## config.mk

```make
export PLATFORM = sky130hd
export DESIGN_NAME = mxb_bus_if
export DESIGN_NICKNAME = d
export VERILOG_FILES = /design/src/rtl/mxb_pkg.sv /design/src/rtl/mxb_bus_if.sv
export SDC_FILE = /design/constraint.sdc
export NUM_CORES = 1
export LEC_CHECK = 0
export BUFFER_PORTS_ARGS = -buffer_cell sky130_fd_sc_hd__buf_2
export CAP_MARGIN = 20
export CORE_UTILIZATION = 50
export CTS_BUF_LIST = sky130_fd_sc_hd__clkbuf_8
export CTS_CLUSTER_SIZE = 16
export DETAILED_ROUTE_END_ITERATION = 16
export GPL_ROUTABILITY_DRIVEN = 0
export PLACE_DENSITY = 0.76
export SETUP_SLACK_MARGIN = 0.5
export SYNTH_ARGS = -nofsm -noshare
export SYNTH_HDL_FRONTEND = slang
export SYNTH_SLANG_ARGS = --single-unit
```

## constraint.sdc

```tcl
create_clock -name sys_clk -period 2.3 [get_ports sys_clk]
set_input_delay 0.69 -clock sys_clk [delete_from_list [all_inputs] [get_ports sys_clk]]
set_output_delay 0.69 -clock sys_clk [all_outputs]
set_load 0.01 [all_outputs]
```

## src/rtl/mxb_pkg.sv

```systemverilog
// constants, types and register map of the muxed external bus interface
package mxb_pkg;
	// apb register byte offsets
	localparam logic [7:0] OFF_CFG0 = 8'h00; // config_byte_zero
	localparam logic [7:0] OFF_CFG1 = 8'h04; // config_byte_one
	localparam logic [7:0] OFF_WSEL = 8'h08; // window selection register
	localparam logic [7:0] OFF_GPIO = 8'h0C; // port 3/4 output value and enable
	localparam logic [7:0] OFF_STAT = 8'h10; // read-only status
	// field positions
	localparam int CFG0_HBE_BIT = 2; // 1 = high-byte enable, 0 = high-byte write
	localparam int CFG0_W16_BIT = 1; // first width bit
	localparam int CFG1_W8_BIT = 2; // second width bit
	localparam int WSEL_HOLD_BIT = 7; // takeover protocol enable
	localparam int STAT_SRC_BIT = 0; // latched memory source, 1 = internal
	localparam int STAT_W16_BIT = 1; // present width is 16 bits
	localparam int STAT_HOLD_BIT = 2; // bus granted away
	localparam int STAT_PENDING_CYCLE_REQUEST_N_BIT = 3; // pending cycle request driven
	localparam int STAT_BUSY_BIT = 4; // external cycle running
	localparam int STAT_PIN_LSB = 16; // sampled shared lines
	// reset values
	localparam logic [7:0] CFG0_RST = 8'h00;
	localparam logic [7:0] CFG1_RST = 8'h04; // 8-bit bus after reset
	localparam logic [7:0] WSEL_RST = 8'h00;
	localparam logic [31:0] GPIO_RST = 32'h0000_0000;
	// timing counts in sys_clk cycles
	localparam logic [1:0] DATA_CYC = 2'h2; // length of the data phase
	// bus controller states
	typedef enum logic [2:0] {
		MXB_IDLE,
		MXB_ADDR,
		MXB_DATA,
		MXB_GAP,
		MXB_HOLD
	} mxb_state_t;
	// one memory request from the core side
	typedef struct packed {
		logic [15:0] addr;
		logic [15:0] wdata;
		logic write;
		logic word;
		logic prog_space; // special-purpose or program partition
	} mxb_req_t;
	// external bus pin outputs
	typedef struct packed {
		logic [15:0] ad_out;
		logic [15:0] ad_oe;
		logic addr_valid_n;
		logic addr_strobe;
		logic high_byte_n;
		logic write_n;
		logic read_n;
	} mxb_pins_t;
endpackage

```

## src/rtl/mxb_bus_if.sv

```systemverilog
// muxed external bus controller with apb configuration registers
// Notes on behaviour
// - sixteen lines carry address then data
// - address valid low for whole external cycle
// - address strobe pulses at cycle start only
// - config zero bit 2 picks upper-byte function
// - high-byte enable with lowest bit selects bytes
// - request out while held and cycle pending
// - request with/after grant, until hold removed
// - request works only with takeover enabled
// - two config bits plus pin set width
// - memory source caught once at reset release
// - latched source routes program partition accesses
// - external program access blocks port gpio use
// - clock output is half rate, even duty
// - inputs sampled, reset level sensitive
// - grant output low while bus released
// - window select bit 7 enables takeover
module mxb_bus_if (
	input wire logic sys_clk,
	input wire logic rst,
	input wire logic ce,
	// apb slave
	input wire logic psel,
	input wire logic penable,
	input wire logic pwrite,
	input wire logic [7:0] paddr,
	input wire logic [31:0] pwdata,
	output logic [31:0] prdata,
	output logic pready,
	output logic pslverr,
	// core request port
	input wire logic req_valid,
	input wire mxb_pkg::mxb_req_t req,
	output logic req_ready,
	output logic rsp_valid,
	output logic [15:0] rsp_rdata,
	output logic rsp_internal,
	// external pins
	input wire logic [15:0] ad_in,
	output mxb_pkg::mxb_pins_t pins,
	input wire logic hold_n,
	output logic takeover_grant_n,
	output logic pending_cycle_request_n,
	input wire logic width_select_pin,
	input wire logic memory_source_select_n,
	output logic system_clock_output
);
	mxb_pkg::mxb_state_t st_ff; // bus controller state
	mxb_pkg::mxb_req_t cur_ff; // request being served
	logic [1:0] cnt_ff; // data phase cycle counter
	logic hi_ff; // second byte of a split word
	logic bus16_ff; // width frozen for the running request
	logic [15:0] rdata_ff; // assembled read data
	logic rsp_ff; // answer pulse
	logic rsp_int_ff; // answer served internally
	logic pending_cycle_request_n_ff; // pending cycle request level
	logic clk_ff; // clock output divider
	logic src_int_ff; // latched source, 1 = internal
	logic captured_ff; // source already latched
	logic [7:0] cfg0_ff;
	logic [7:0] cfg1_ff;
	logic [7:0] wsel_ff;
	logic [31:0] gpio_ff; // [15:0] value, [31:16] enable
	logic hold_s_ff; // sampled hold request
	logic width_s_ff; // sampled width pin
	logic [15:0] ad_s_ff; // sampled shared lines for status
	logic [31:0] prdata_ff;
	logic bus16; // width in force now
	logic ext_route; // request must go out on the bus
	logic take_hold; // takeover requested and enabled
	logic accept; // request taken this cycle
	logic last_data; // final data phase cycle
	logic split_more; // 8-bit bus word needs high byte
	logic hbe_mode;
	logic apb_hit; // address decodes to a register
	logic [15:0] wlane; // write data lane placement

	// inputs are sampled; only rst acts on level
	always_ff @(posedge sys_clk) begin
		if (rst) begin
			hold_s_ff <= 1'b1;
			width_s_ff <= 1'b0;
			ad_s_ff <= 16'h0000;
		end else if (ce) begin
			hold_s_ff <= hold_n;
			width_s_ff <= width_select_pin;
			ad_s_ff <= ad_in;
		end
	end

	// memory source caught on the first enabled edge after reset release
	always_ff @(posedge sys_clk) begin
		if (rst) begin
			captured_ff <= 1'b0;
			src_int_ff <= 1'b0;
		end else if (ce && !captured_ff) begin
			captured_ff <= 1'b1;
			src_int_ff <= memory_source_select_n;
		end
	end

	// clock output: toggles every enabled oscillator edge
	always_ff @(posedge sys_clk) begin
		if (rst) begin
			clk_ff <= 1'b0;
		end else if (ce) begin
			clk_ff <= ~clk_ff;
		end
	end
	assign system_clock_output = clk_ff;

	// width decode; both bits clear is undefined, treated as 8-bit
	always_comb begin
		unique case ({cfg0_ff[mxb_pkg::CFG0_W16_BIT], cfg1_ff[mxb_pkg::CFG1_W8_BIT]})
			2'b10: bus16 = 1'b1;
			2'b11: bus16 = width_s_ff;
			default: bus16 = 1'b0;
		endcase
	end

	// program partition goes inside only when the source latched high
	assign ext_route = !(req.prog_space && src_int_ff);
	assign take_hold = !hold_s_ff && wsel_ff[mxb_pkg::WSEL_HOLD_BIT];
	assign hbe_mode = cfg0_ff[mxb_pkg::CFG0_HBE_BIT];
	// no request before the source is known, so routing is never guessed
	assign req_ready = ce && captured_ff &&
		((st_ff == mxb_pkg::MXB_IDLE && !take_hold) ||
		(st_ff == mxb_pkg::MXB_HOLD && !ext_route));
	assign accept = req_valid && req_ready;
	assign last_data = (st_ff == mxb_pkg::MXB_DATA) && (cnt_ff == mxb_pkg::DATA_CYC - 2'h1);
	assign split_more = !bus16_ff && cur_ff.word && !hi_ff;

	// bus controller sequencing
	always_ff @(posedge sys_clk) begin
		if (rst) begin
			st_ff <= mxb_pkg::MXB_IDLE;
			cnt_ff <= 2'h0;
			hi_ff <= 1'b0;
		end else if (ce) begin
			unique case (st_ff)
				mxb_pkg::MXB_IDLE: begin
					if (take_hold) begin
						st_ff <= mxb_pkg::MXB_HOLD;
					end else if (accept && ext_route) begin
						st_ff <= mxb_pkg::MXB_ADDR;
						hi_ff <= 1'b0;
					end
				end
				mxb_pkg::MXB_ADDR: begin
					st_ff <= mxb_pkg::MXB_DATA;
					cnt_ff <= 2'h0;
				end
				mxb_pkg::MXB_DATA: begin
					if (last_data) begin
						// end of cycle: address valid rises next
						st_ff <= split_more ? mxb_pkg::MXB_GAP : mxb_pkg::MXB_IDLE;
					end else begin
						cnt_ff <= cnt_ff + 2'h1;
					end
				end
				mxb_pkg::MXB_GAP: begin
					// separates the two byte cycles of a word on an 8-bit bus
					st_ff <= mxb_pkg::MXB_ADDR;
					hi_ff <= 1'b1;
				end
				mxb_pkg::MXB_HOLD: begin
					if (hold_s_ff) begin
						st_ff <= mxb_pkg::MXB_IDLE;
					end
				end
			endcase
		end
	end

	// capture of the request and its width
	always_ff @(posedge sys_clk) begin
		if (rst) begin
			cur_ff <= '0;
			bus16_ff <= 1'b0;
		end else if (ce && accept && ext_route && st_ff == mxb_pkg::MXB_IDLE) begin
			cur_ff <= req;
			cur_ff.addr[0] <= req.addr[0] && !req.word; // words are aligned
			bus16_ff <= bus16;
		end
	end

	// read data assembly and answer pulse
	always_ff @(posedge sys_clk) begin
		if (rst) begin
			rdata_ff <= 16'h0000;
			rsp_ff <= 1'b0;
			rsp_int_ff <= 1'b0;
		end else if (ce) begin
			rsp_ff <= 1'b0;
			if (accept && !ext_route) begin
				// internal memory lives outside this block; answer at once
				rsp_ff <= 1'b1;
				rsp_int_ff <= 1'b1;
				rdata_ff <= 16'h0000;
			end else if (last_data) begin
				rsp_ff <= !split_more;
				rsp_int_ff <= 1'b0;
				if (!cur_ff.write) begin
					if (bus16_ff && cur_ff.word) begin
						rdata_ff <= ad_in;
					end else if (bus16_ff) begin
						rdata_ff <= {8'h00, cur_ff.addr[0] ? ad_in[15:8] : ad_in[7:0]};
					end else if (hi_ff) begin
						rdata_ff[15:8] <= ad_in[7:0];
					end else begin
						rdata_ff <= {8'h00, ad_in[7:0]};
					end
				end
			end
		end
	end
	assign rsp_valid = rsp_ff;
	assign rsp_rdata = rdata_ff;
	assign rsp_internal = rsp_int_ff;

	// pending cycle request: only inside a granted hold, kept until hold ends
	always_ff @(posedge sys_clk) begin
		if (rst) begin
			pending_cycle_request_n_ff <= 1'b0;
		end else if (ce) begin
			if (st_ff != mxb_pkg::MXB_HOLD || hold_s_ff) begin
				pending_cycle_request_n_ff <= 1'b0;
			end else if (req_valid && ext_route && wsel_ff[mxb_pkg::WSEL_HOLD_BIT]) begin
				pending_cycle_request_n_ff <= 1'b1;
			end
		end
	end
	assign pending_cycle_request_n = !pending_cycle_request_n_ff;
	assign takeover_grant_n = !(st_ff == mxb_pkg::MXB_HOLD);

	// write data lanes: byte accesses mirrored so either lane is valid; a split word's high byte goes on the low lane only
	always_comb begin
		if (bus16_ff && cur_ff.word) begin
			wlane = cur_ff.wdata;
		end else if (!bus16_ff && hi_ff) begin
			wlane = {8'h00, cur_ff.wdata[15:8]};
		end else begin
			wlane = {cur_ff.wdata[7:0], cur_ff.wdata[7:0]};
		end
	end

	// pin drive per state
	always_comb begin
		pins.addr_valid_n = 1'b1;
		pins.addr_strobe = 1'b0;
		pins.high_byte_n = 1'b1;
		pins.write_n = 1'b1;
		pins.read_n = 1'b1;
		pins.ad_out = 16'h0000;
		pins.ad_oe = 16'h0000;
		unique case (st_ff)
			mxb_pkg::MXB_ADDR: begin
				pins.addr_valid_n = 1'b0;
				pins.addr_strobe = 1'b1;
				pins.ad_out = {cur_ff.addr[15:1], cur_ff.addr[0] | hi_ff};
				pins.ad_oe = 16'hFFFF;
				pins.high_byte_n = !(hbe_mode && bus16_ff && (cur_ff.word || cur_ff.addr[0]));
			end
			mxb_pkg::MXB_DATA: begin
				pins.addr_valid_n = 1'b0;
				pins.read_n = cur_ff.write;
				pins.ad_out = wlane;
				// reads release the lines so memory can drive them
				pins.ad_oe = cur_ff.write ? (bus16_ff ? 16'hFFFF : 16'h00FF) : 16'h0000;
				if (hbe_mode) begin
					pins.high_byte_n = !(bus16_ff && (cur_ff.word || cur_ff.addr[0]));
					pins.write_n = !cur_ff.write;
				end else begin
					pins.high_byte_n = !(cur_ff.write && bus16_ff &&
						(cur_ff.word || cur_ff.addr[0]));
					pins.write_n = !(cur_ff.write &&
						(!bus16_ff || cur_ff.word || !cur_ff.addr[0]));
				end
			end
			mxb_pkg::MXB_IDLE: begin
				// ports 3/4 serve as gpio only when program access is internal
				if (captured_ff && src_int_ff) begin
					pins.ad_out = gpio_ff[15:0];
					pins.ad_oe = gpio_ff[31:16];
				end
			end
			default: begin
				// gap and hold leave the lines floating
			end
		endcase
	end

	// apb decode and register writes
	always_comb begin
		unique case (paddr)
			mxb_pkg::OFF_CFG0, mxb_pkg::OFF_CFG1, mxb_pkg::OFF_WSEL,
			mxb_pkg::OFF_GPIO, mxb_pkg::OFF_STAT: apb_hit = 1'b1;
			default: apb_hit = 1'b0;
		endcase
	end
	assign pready = ce; // zero wait states unless frozen
	assign pslverr = psel && penable && !apb_hit;

	always_ff @(posedge sys_clk) begin
		if (rst) begin
			cfg0_ff <= mxb_pkg::CFG0_RST;
			cfg1_ff <= mxb_pkg::CFG1_RST;
			wsel_ff <= mxb_pkg::WSEL_RST;
			gpio_ff <= mxb_pkg::GPIO_RST;
		end else if (ce && psel && penable && pwrite) begin
			// changing width mid-cycle is safe: each request froze its own
			unique case (paddr)
				mxb_pkg::OFF_CFG0: cfg0_ff <= pwdata[7:0];
				mxb_pkg::OFF_CFG1: cfg1_ff <= pwdata[7:0];
				mxb_pkg::OFF_WSEL: wsel_ff <= pwdata[7:0];
				mxb_pkg::OFF_GPIO: gpio_ff <= pwdata;
				default: begin
					// read-only or unmapped: ignored
				end
			endcase
		end
	end

	// read data prepared in the setup cycle
	always_ff @(posedge sys_clk) begin
		if (rst) begin
			prdata_ff <= 32'h0000_0000;
		end else if (ce && psel && !penable) begin
			prdata_ff <= 32'h0000_0000;
			unique case (paddr)
				mxb_pkg::OFF_CFG0: prdata_ff[7:0] <= cfg0_ff;
				mxb_pkg::OFF_CFG1: prdata_ff[7:0] <= cfg1_ff;
				mxb_pkg::OFF_WSEL: prdata_ff[7:0] <= wsel_ff;
				mxb_pkg::OFF_GPIO: prdata_ff <= gpio_ff;
				mxb_pkg::OFF_STAT: begin
					prdata_ff[mxb_pkg::STAT_SRC_BIT] <= src_int_ff;
					prdata_ff[mxb_pkg::STAT_W16_BIT] <= bus16;
					prdata_ff[mxb_pkg::STAT_HOLD_BIT] <= (st_ff == mxb_pkg::MXB_HOLD);
					prdata_ff[mxb_pkg::STAT_PENDING_CYCLE_REQUEST_N_BIT] <= pending_cycle_request_n_ff;
					prdata_ff[mxb_pkg::STAT_BUSY_BIT] <= (st_ff != mxb_pkg::MXB_IDLE &&
						st_ff != mxb_pkg::MXB_HOLD);
					prdata_ff[mxb_pkg::STAT_PIN_LSB +: 16] <= ad_s_ff;
				end
				default: begin
					// unmapped reads as zero
				end
			endcase
		end
	end
	assign prdata = prdata_ff;

	// checks on the bus behaviour
	property p_strobe_pulse;
		@(posedge sys_clk) disable iff (rst || !ce)
		pins.addr_strobe |=> !pins.addr_strobe;
	endproperty
	a_strobe_pulse: assert property (p_strobe_pulse) else $error("strobe held");

	property p_valid_span;
		@(posedge sys_clk) disable iff (rst || !ce)
		$rose(pins.addr_strobe) |-> (!pins.addr_valid_n)[*3] ##1 pins.addr_valid_n;
	endproperty
	a_valid_span: assert property (p_valid_span) else $error("addr valid span wrong");

	property p_read_release;
		@(posedge sys_clk) disable iff (rst)
		!pins.read_n |-> (pins.ad_oe == 16'h0000);
	endproperty
	a_read_release: assert property (p_read_release) else $error("lines driven in read");

	property p_low_byte_only;
		@(posedge sys_clk) disable iff (rst)
		(!pins.read_n && hbe_mode && bus16_ff && !cur_ff.word && !cur_ff.addr[0])
			|-> pins.high_byte_n;
	endproperty
	a_low_byte_only: assert property (p_low_byte_only) else $error("bhe on low byte");

	property p_req_after_grant;
		@(posedge sys_clk) disable iff (rst)
		!pending_cycle_request_n |-> !takeover_grant_n;
	endproperty
	a_req_after_grant: assert property (p_req_after_grant) else $error("request w/o grant");

	property p_req_kept;
		@(posedge sys_clk) disable iff (rst || !ce)
		$rose(pending_cycle_request_n) |-> $past(hold_s_ff);
	endproperty
	a_req_kept: assert property (p_req_kept) else $error("request dropped early");

	property p_req_enabled;
		@(posedge sys_clk) disable iff (rst)
		$fell(pending_cycle_request_n) |-> $past(wsel_ff[mxb_pkg::WSEL_HOLD_BIT]);
	endproperty
	a_req_enabled: assert property (p_req_enabled) else $error("request while disabled");

	property p_clk_half;
		@(posedge sys_clk) disable iff (rst)
		ce |=> (system_clock_output != $past(system_clock_output));
	endproperty
	a_clk_half: assert property (p_clk_half) else $error("clock output stuck");

	property p_src_stable;
		@(posedge sys_clk) disable iff (rst)
		(captured_ff && $past(captured_ff)) |-> $stable(src_int_ff);
	endproperty
	a_src_stable: assert property (p_src_stable) else $error("source relatched");

	property p_no_gpio_ext;
		@(posedge sys_clk) disable iff (rst)
		(st_ff == mxb_pkg::MXB_IDLE && !src_int_ff) |-> (pins.ad_oe == 16'h0000);
	endproperty
	a_no_gpio_ext: assert property (p_no_gpio_ext) else $error("gpio in external mode");

	c_split_word: cover property (@(posedge sys_clk) disable iff (rst)
		st_ff == mxb_pkg::MXB_GAP);
	c_pending_cycle_request_n: cover property (@(posedge sys_clk) disable iff (rst) $fell(pending_cycle_request_n));
	c_internal: cover property (@(posedge sys_clk) disable iff (rst) rsp_valid && rsp_internal);
endmodule

```

After elaboration in Yosys (flattened, before gate mapping)
Index checks and enable logic that the tools add are counted.

Multiplexer cells: 42. Reductions and logical operators: 78. Add/sub/neg operators: 1. Equal/unequal tests: 20. Bitwise gates (word level): 2.

Operators by type and width (number): two-way mux 16 bit (9); one-hot mux 32 bit (3 select lines) (1); logical AND 1 bit (35); two-way mux 32 bit (1); two-way mux 8 bit (4); one-hot mux 16 bit (2 select lines) (1); one-hot mux 5 bit (5 select lines) (1); zero test 1 bit (18); equality test 8 x 4 -> 1 bit, second input constant (2); one-hot mux 3 bit (5 select lines) (1); two-way mux 3 bit (4); one-hot mux 3 bit (4 select lines) (1); AND reduction 2 bit (6); AND reduction 4 bit (3); two-way mux 1 bit (11); equality test 8 x 3 -> 1 bit, second input constant (1); equality test 8 x 5 -> 1 bit, second input constant (1); zero test 8 bit (1); two-way mux 2 bit (4); != test 2 bit, second input constant (4); nonzero test 2 bit (4); equality test 3 x 2 -> 1 bit, second input constant (2); one-hot mux 1 bit (2 select lines) (3); AND reduction 3 bit (2); other kinds (17) (23).

Register bits after elaboration: 169. Word-level logic and storage cells: 167. Bits of input ports: 101. Output and inout bits: 93.

Depth between registers and ports, before layout
Depth in word-level cells: 11. Mapped depth: 8. Mapped depth without buffers: 6.

Worst setup path after synthesis
OpenSTA, ideal clock, no wires.

Kind: input to output. Start point: input port ce. End point: output port req_ready. Required time: 1610 ps. Path slack: 148 ps. Path buffers: 3. Arrival: 1462 ps. Cell stages on the path: 4. Cell sequence: buf_4 -> buf_2 -> buf_2 -> and3_1.

Word-level cells in the longest chain between the ends: 2.

Ends and longest elaborated chain: from (decl) (RTL line mxb_bus_if.sv:22) `input wire logic ce,`; logical AND 1 bit (2 in a row) (RTL line mxb_bus_if.sv:127) `assign req_ready = ce && captured_ff &&`; to (decl) (RTL line mxb_bus_if.sv:35) `output logic req_ready,`.

Every way passes these cells.

==> metrics.yaml <==
setup_path:
  r2r_cells: 7
  cp-startpoint: "st_ff[1]$_SDFFE_PP0P_"
  worstPathRequired_ns: 1.61
  crit_fanout: 17
  cp.arrival_ns: 1.89
  r2r_end: "rsp_rdata[5]$_SDFFE_PP0P_"
  crit_type: "register to output port"
  cp-start-kind: "register"
  worst_setup_path_endpoint: "pins[30]"
  regToRegSetupSlack_ns: 0.60
  cp-end-kind: "output port"
  reg2reg_from: "cnt_ff[0]$_SDFFE_PP0P_"
cts:
  clock_sinks: 169
  clkTransAtPathRegs_ns: 0.09
  clkLatencyLatePin_ns: 0.46
  cts-hold-fix-buffers: 0
  cts_tree: "yes"
  cts_root_buffer: "clkbuf_8"
  numCtsBuffers: 17
  h-tree-depth: 4
  ctsLongestPathBuffers: 2
logic_synthesis:
  ys_seq_area_share_pct: 43.4
  synth_cells: 907
  ys.flop_type: "dfxtp_1"
  synth_fp_nets: 1009
  yosys_register_bits: 169
  syn_area_per_cell_um2: 8.60
  mappedNetlistArea_um2: 7800
  async_flop_share_pct: 0
  synth-edff-count: 0
  ys_types: 63
  yosysWarnings: 0
timing:
  setup_ws_ns: -0.276
  hold_viol_final: 0
  finalSetupViolCount: 37
  min_period_over_period_pct: 112
  tightest_slew_ns: 0.631
  maxSlewViolCount: 0
  clock_skew_ns: 0.0105
  slew_headroom_pct: 57.8
  post-route-min-period_ns: 2.58
  max_freq_mhz: 388
  rsz0062_at_grt: "yes"
floorplan:
  die_w_um: 127
  num_rows: 45
  core_um2: 15200
  start_util_pct: 51.3
  pin_count: 194
  dieArea_um2: 16100
  die_h_um: 127
drt:
  num_vias: 7759
  dr.pass1.iters: 5
  routed_wirelength_mm: 24.2
  via_per_inst: 5.89
  post_drt_wl_per_cell_um: 18.4
  post-route-drc-count: 0
  drt_iter0_drc: 636
  detail-route-antenna-nets: 0
run_status:
  violations: "setup timing"
  outcome: "complete, but fails checks"
power_and_ir_drop:
  p_total_w: 0.00600
  irDropWorstVdd_v: 0.000375
  power.density_nw_per_um2: 593
  leakage_nw: 4.38
finish:
  drive_gt1_share_pct: 32.6
  final_util_pct: 66.6
  nets: 1217
  syn2layout_area_growth_pct: 29.7
  design_area_um2: 10100
  n_fill_cell: 1288
grt:
  antenna_found_initial: 0
  grt_pass1_wl_mm: 37.0
  grt_max_degree: 56
  grt_usage_pct: 29.6
  grt_pass1_vias: 6829
  gr-total-overflow: 0
placement:
  dp_slack_ns: 0.0788
  placed_cell_area_um2: 9180
  place_hpwl_mm: 16.5
  io_buffers: 193
min_path:
  hold_path.class: "input port to register"
run:
  max_cap_viol_count: 0
-- flip-flops by register name (all words and copies together) (netlist names), 2 cells and up --
name,flops
prdata,32
rsp_rdata,16
cnt_ff,2
cfg1_ff,8
ad_s_ff,16
gpio_ff,32
cur_ff,34
cfg0_ff,8
wsel_ff,8
st_ff,3
-- area by class of cell --
class | count | area [um^2] | area share (%)
diodes | 1 | 2.50 | 0.0247
clock buffers | 19 | 262 | 2.58
clock inverters | 13 | 190 | 1.88
inverters | 8 | 30.0 | 0.297
multi-input cells | 648 | 4180 | 41.3
flip-flops and latches | 169 | 3390 | 33.5
well taps | 188 | 235 | 2.32
repair buffers | 271 | 1830 | 18.1
-- cell families after synthesis --
| group | synth area share (%) |
|---|---|
| AND/OR/NAND/NOR | 19.9 |
| buffers and inverters | 5.68 |
| adder cells (fa/ha/maj) | 0.160 |
| XOR/XNOR | 0.225 |
| flip-flops | 43.4 |
| AO/OA/AOI/OAI | 22.8 |
| multiplexers | 7.89 |
-- critical path, stage by stage (launching register included) --
cell,delay [ns]
dfxtp_4,0.40
or3b_4,0.40
buf_12,0.17
a21oi_2,0.18
a221o_1,0.14
buf_2,0.12
-- stage by stage --
step / instances / TNS, ns / hold slack, ns
6_report: 1317 / -8.06 / 0.444
5_1_grt: 1316 / -10.48 / 0.419
4_1_cts: 1300 / -7.54 / 0.423
3_5_place_dp: 1255 / 0 / 0.447
3_3_place_gp: 1255 / 0 / 0.436
2_1_floorplan: 907 / 0 / 0.449
-- how the worst min path moves through the flow --
stage / endpoint / depth (start not counted) / startpoint / slack [ns]
3_5_place_dp: prdata[6]$_SDFFE_PP0P_ / 2 / prdata[6]$_SDFFE_PP0P_ / 0.45
5_1_grt: hold_s_ff$_SDFFE_PP1P_ / 2 / hold_n / 0.42
6_report: hold_s_ff$_SDFFE_PP1P_ / 2 / hold_n / 0.44
2_1_floorplan: gpio_ff[6]$_SDFFE_PP0P_ / 2 / gpio_ff[6]$_SDFFE_PP0P_ / 0.45
4_1_cts: hold_s_ff$_SDFFE_PP1P_ / 2 / hold_n / 0.42
3_3_place_gp: prdata[6]$_SDFFE_PP0P_ / 2 / prdata[6]$_SDFFE_PP0P_ / 0.44
-- repair_timing --
| item | 4_1_cts | 5_1_grt |
|---|---|---|
| endpoints found under the setup margin | 42 | 86 |
| resized for setup | 33 | 33 |
| gates cloned | 0 | 3 |
| setup buffers | 13 | 12 |
| pin swaps | 6 | 12 |
-- cells in the final DEF (no fill, tap or decap), types with 4 or more instances in the layout --
cell        Yosys  final
a211oi_1       16     16
a21o_1         18     17
a21oi_1       100     81
a21oi_2         3     22
a221o_1        16     16
a22o_1         16     16
a22oi_1        34     34
a31oi_1         4      4
buf_12          0      9
buf_2          32    182
buf_4           9     52
buf_6           4     22
buf_8           0      5
bufinv_16       0      4
clkbuf_8        0     19
clkinvlp_4      0      4
dfxtp_1       169    166
inv_1           8      7
mux2i_1        57     57
nand2_1       103    102
nand2b_1       12      9
nand3_1        46     45
nand3b_1       10     10
nor2_1         91     90
nor3_4          3      4
nor3b_1         5      5
o21ai_0        49     47
-- cell usage after synthesis (all sizes together) (18+ instances only) --
cell type    n  area share (%)
a211oi      18             1.9
a21o        18             1.7
a21oi      103             6.8
a22oi       34             3.3
buf         45             3.5
clkbuf      37             1.8
dfxtp      169              43
mux2i       57             7.3
nand2      103             5.0
nand3       46             3.0
nor2        92             4.5
o21ai       50             3.2
-- report_power, final --
| part | internal [W] | total [W] | switching, W | leakage (nW) |
|---|---|---|---|---|
| clock network | 0.00125 | 0.00237 | 0.00112 | 0.215 |
| registers | 0.00297 | 0.00300 | 0.0000329 | 1.37 |
| logic | 0.000274 | 0.000628 | 0.000354 | 2.80 |
-- routing by layer --
metal  track usage (%)  share of wire (%)
met4              10.9                2.4
met5                 0                  0
met1              38.8                 42
met2              47.8                 48
met3              6.66                8.3
Note: power is estimated with default switching activity, not from simulation.
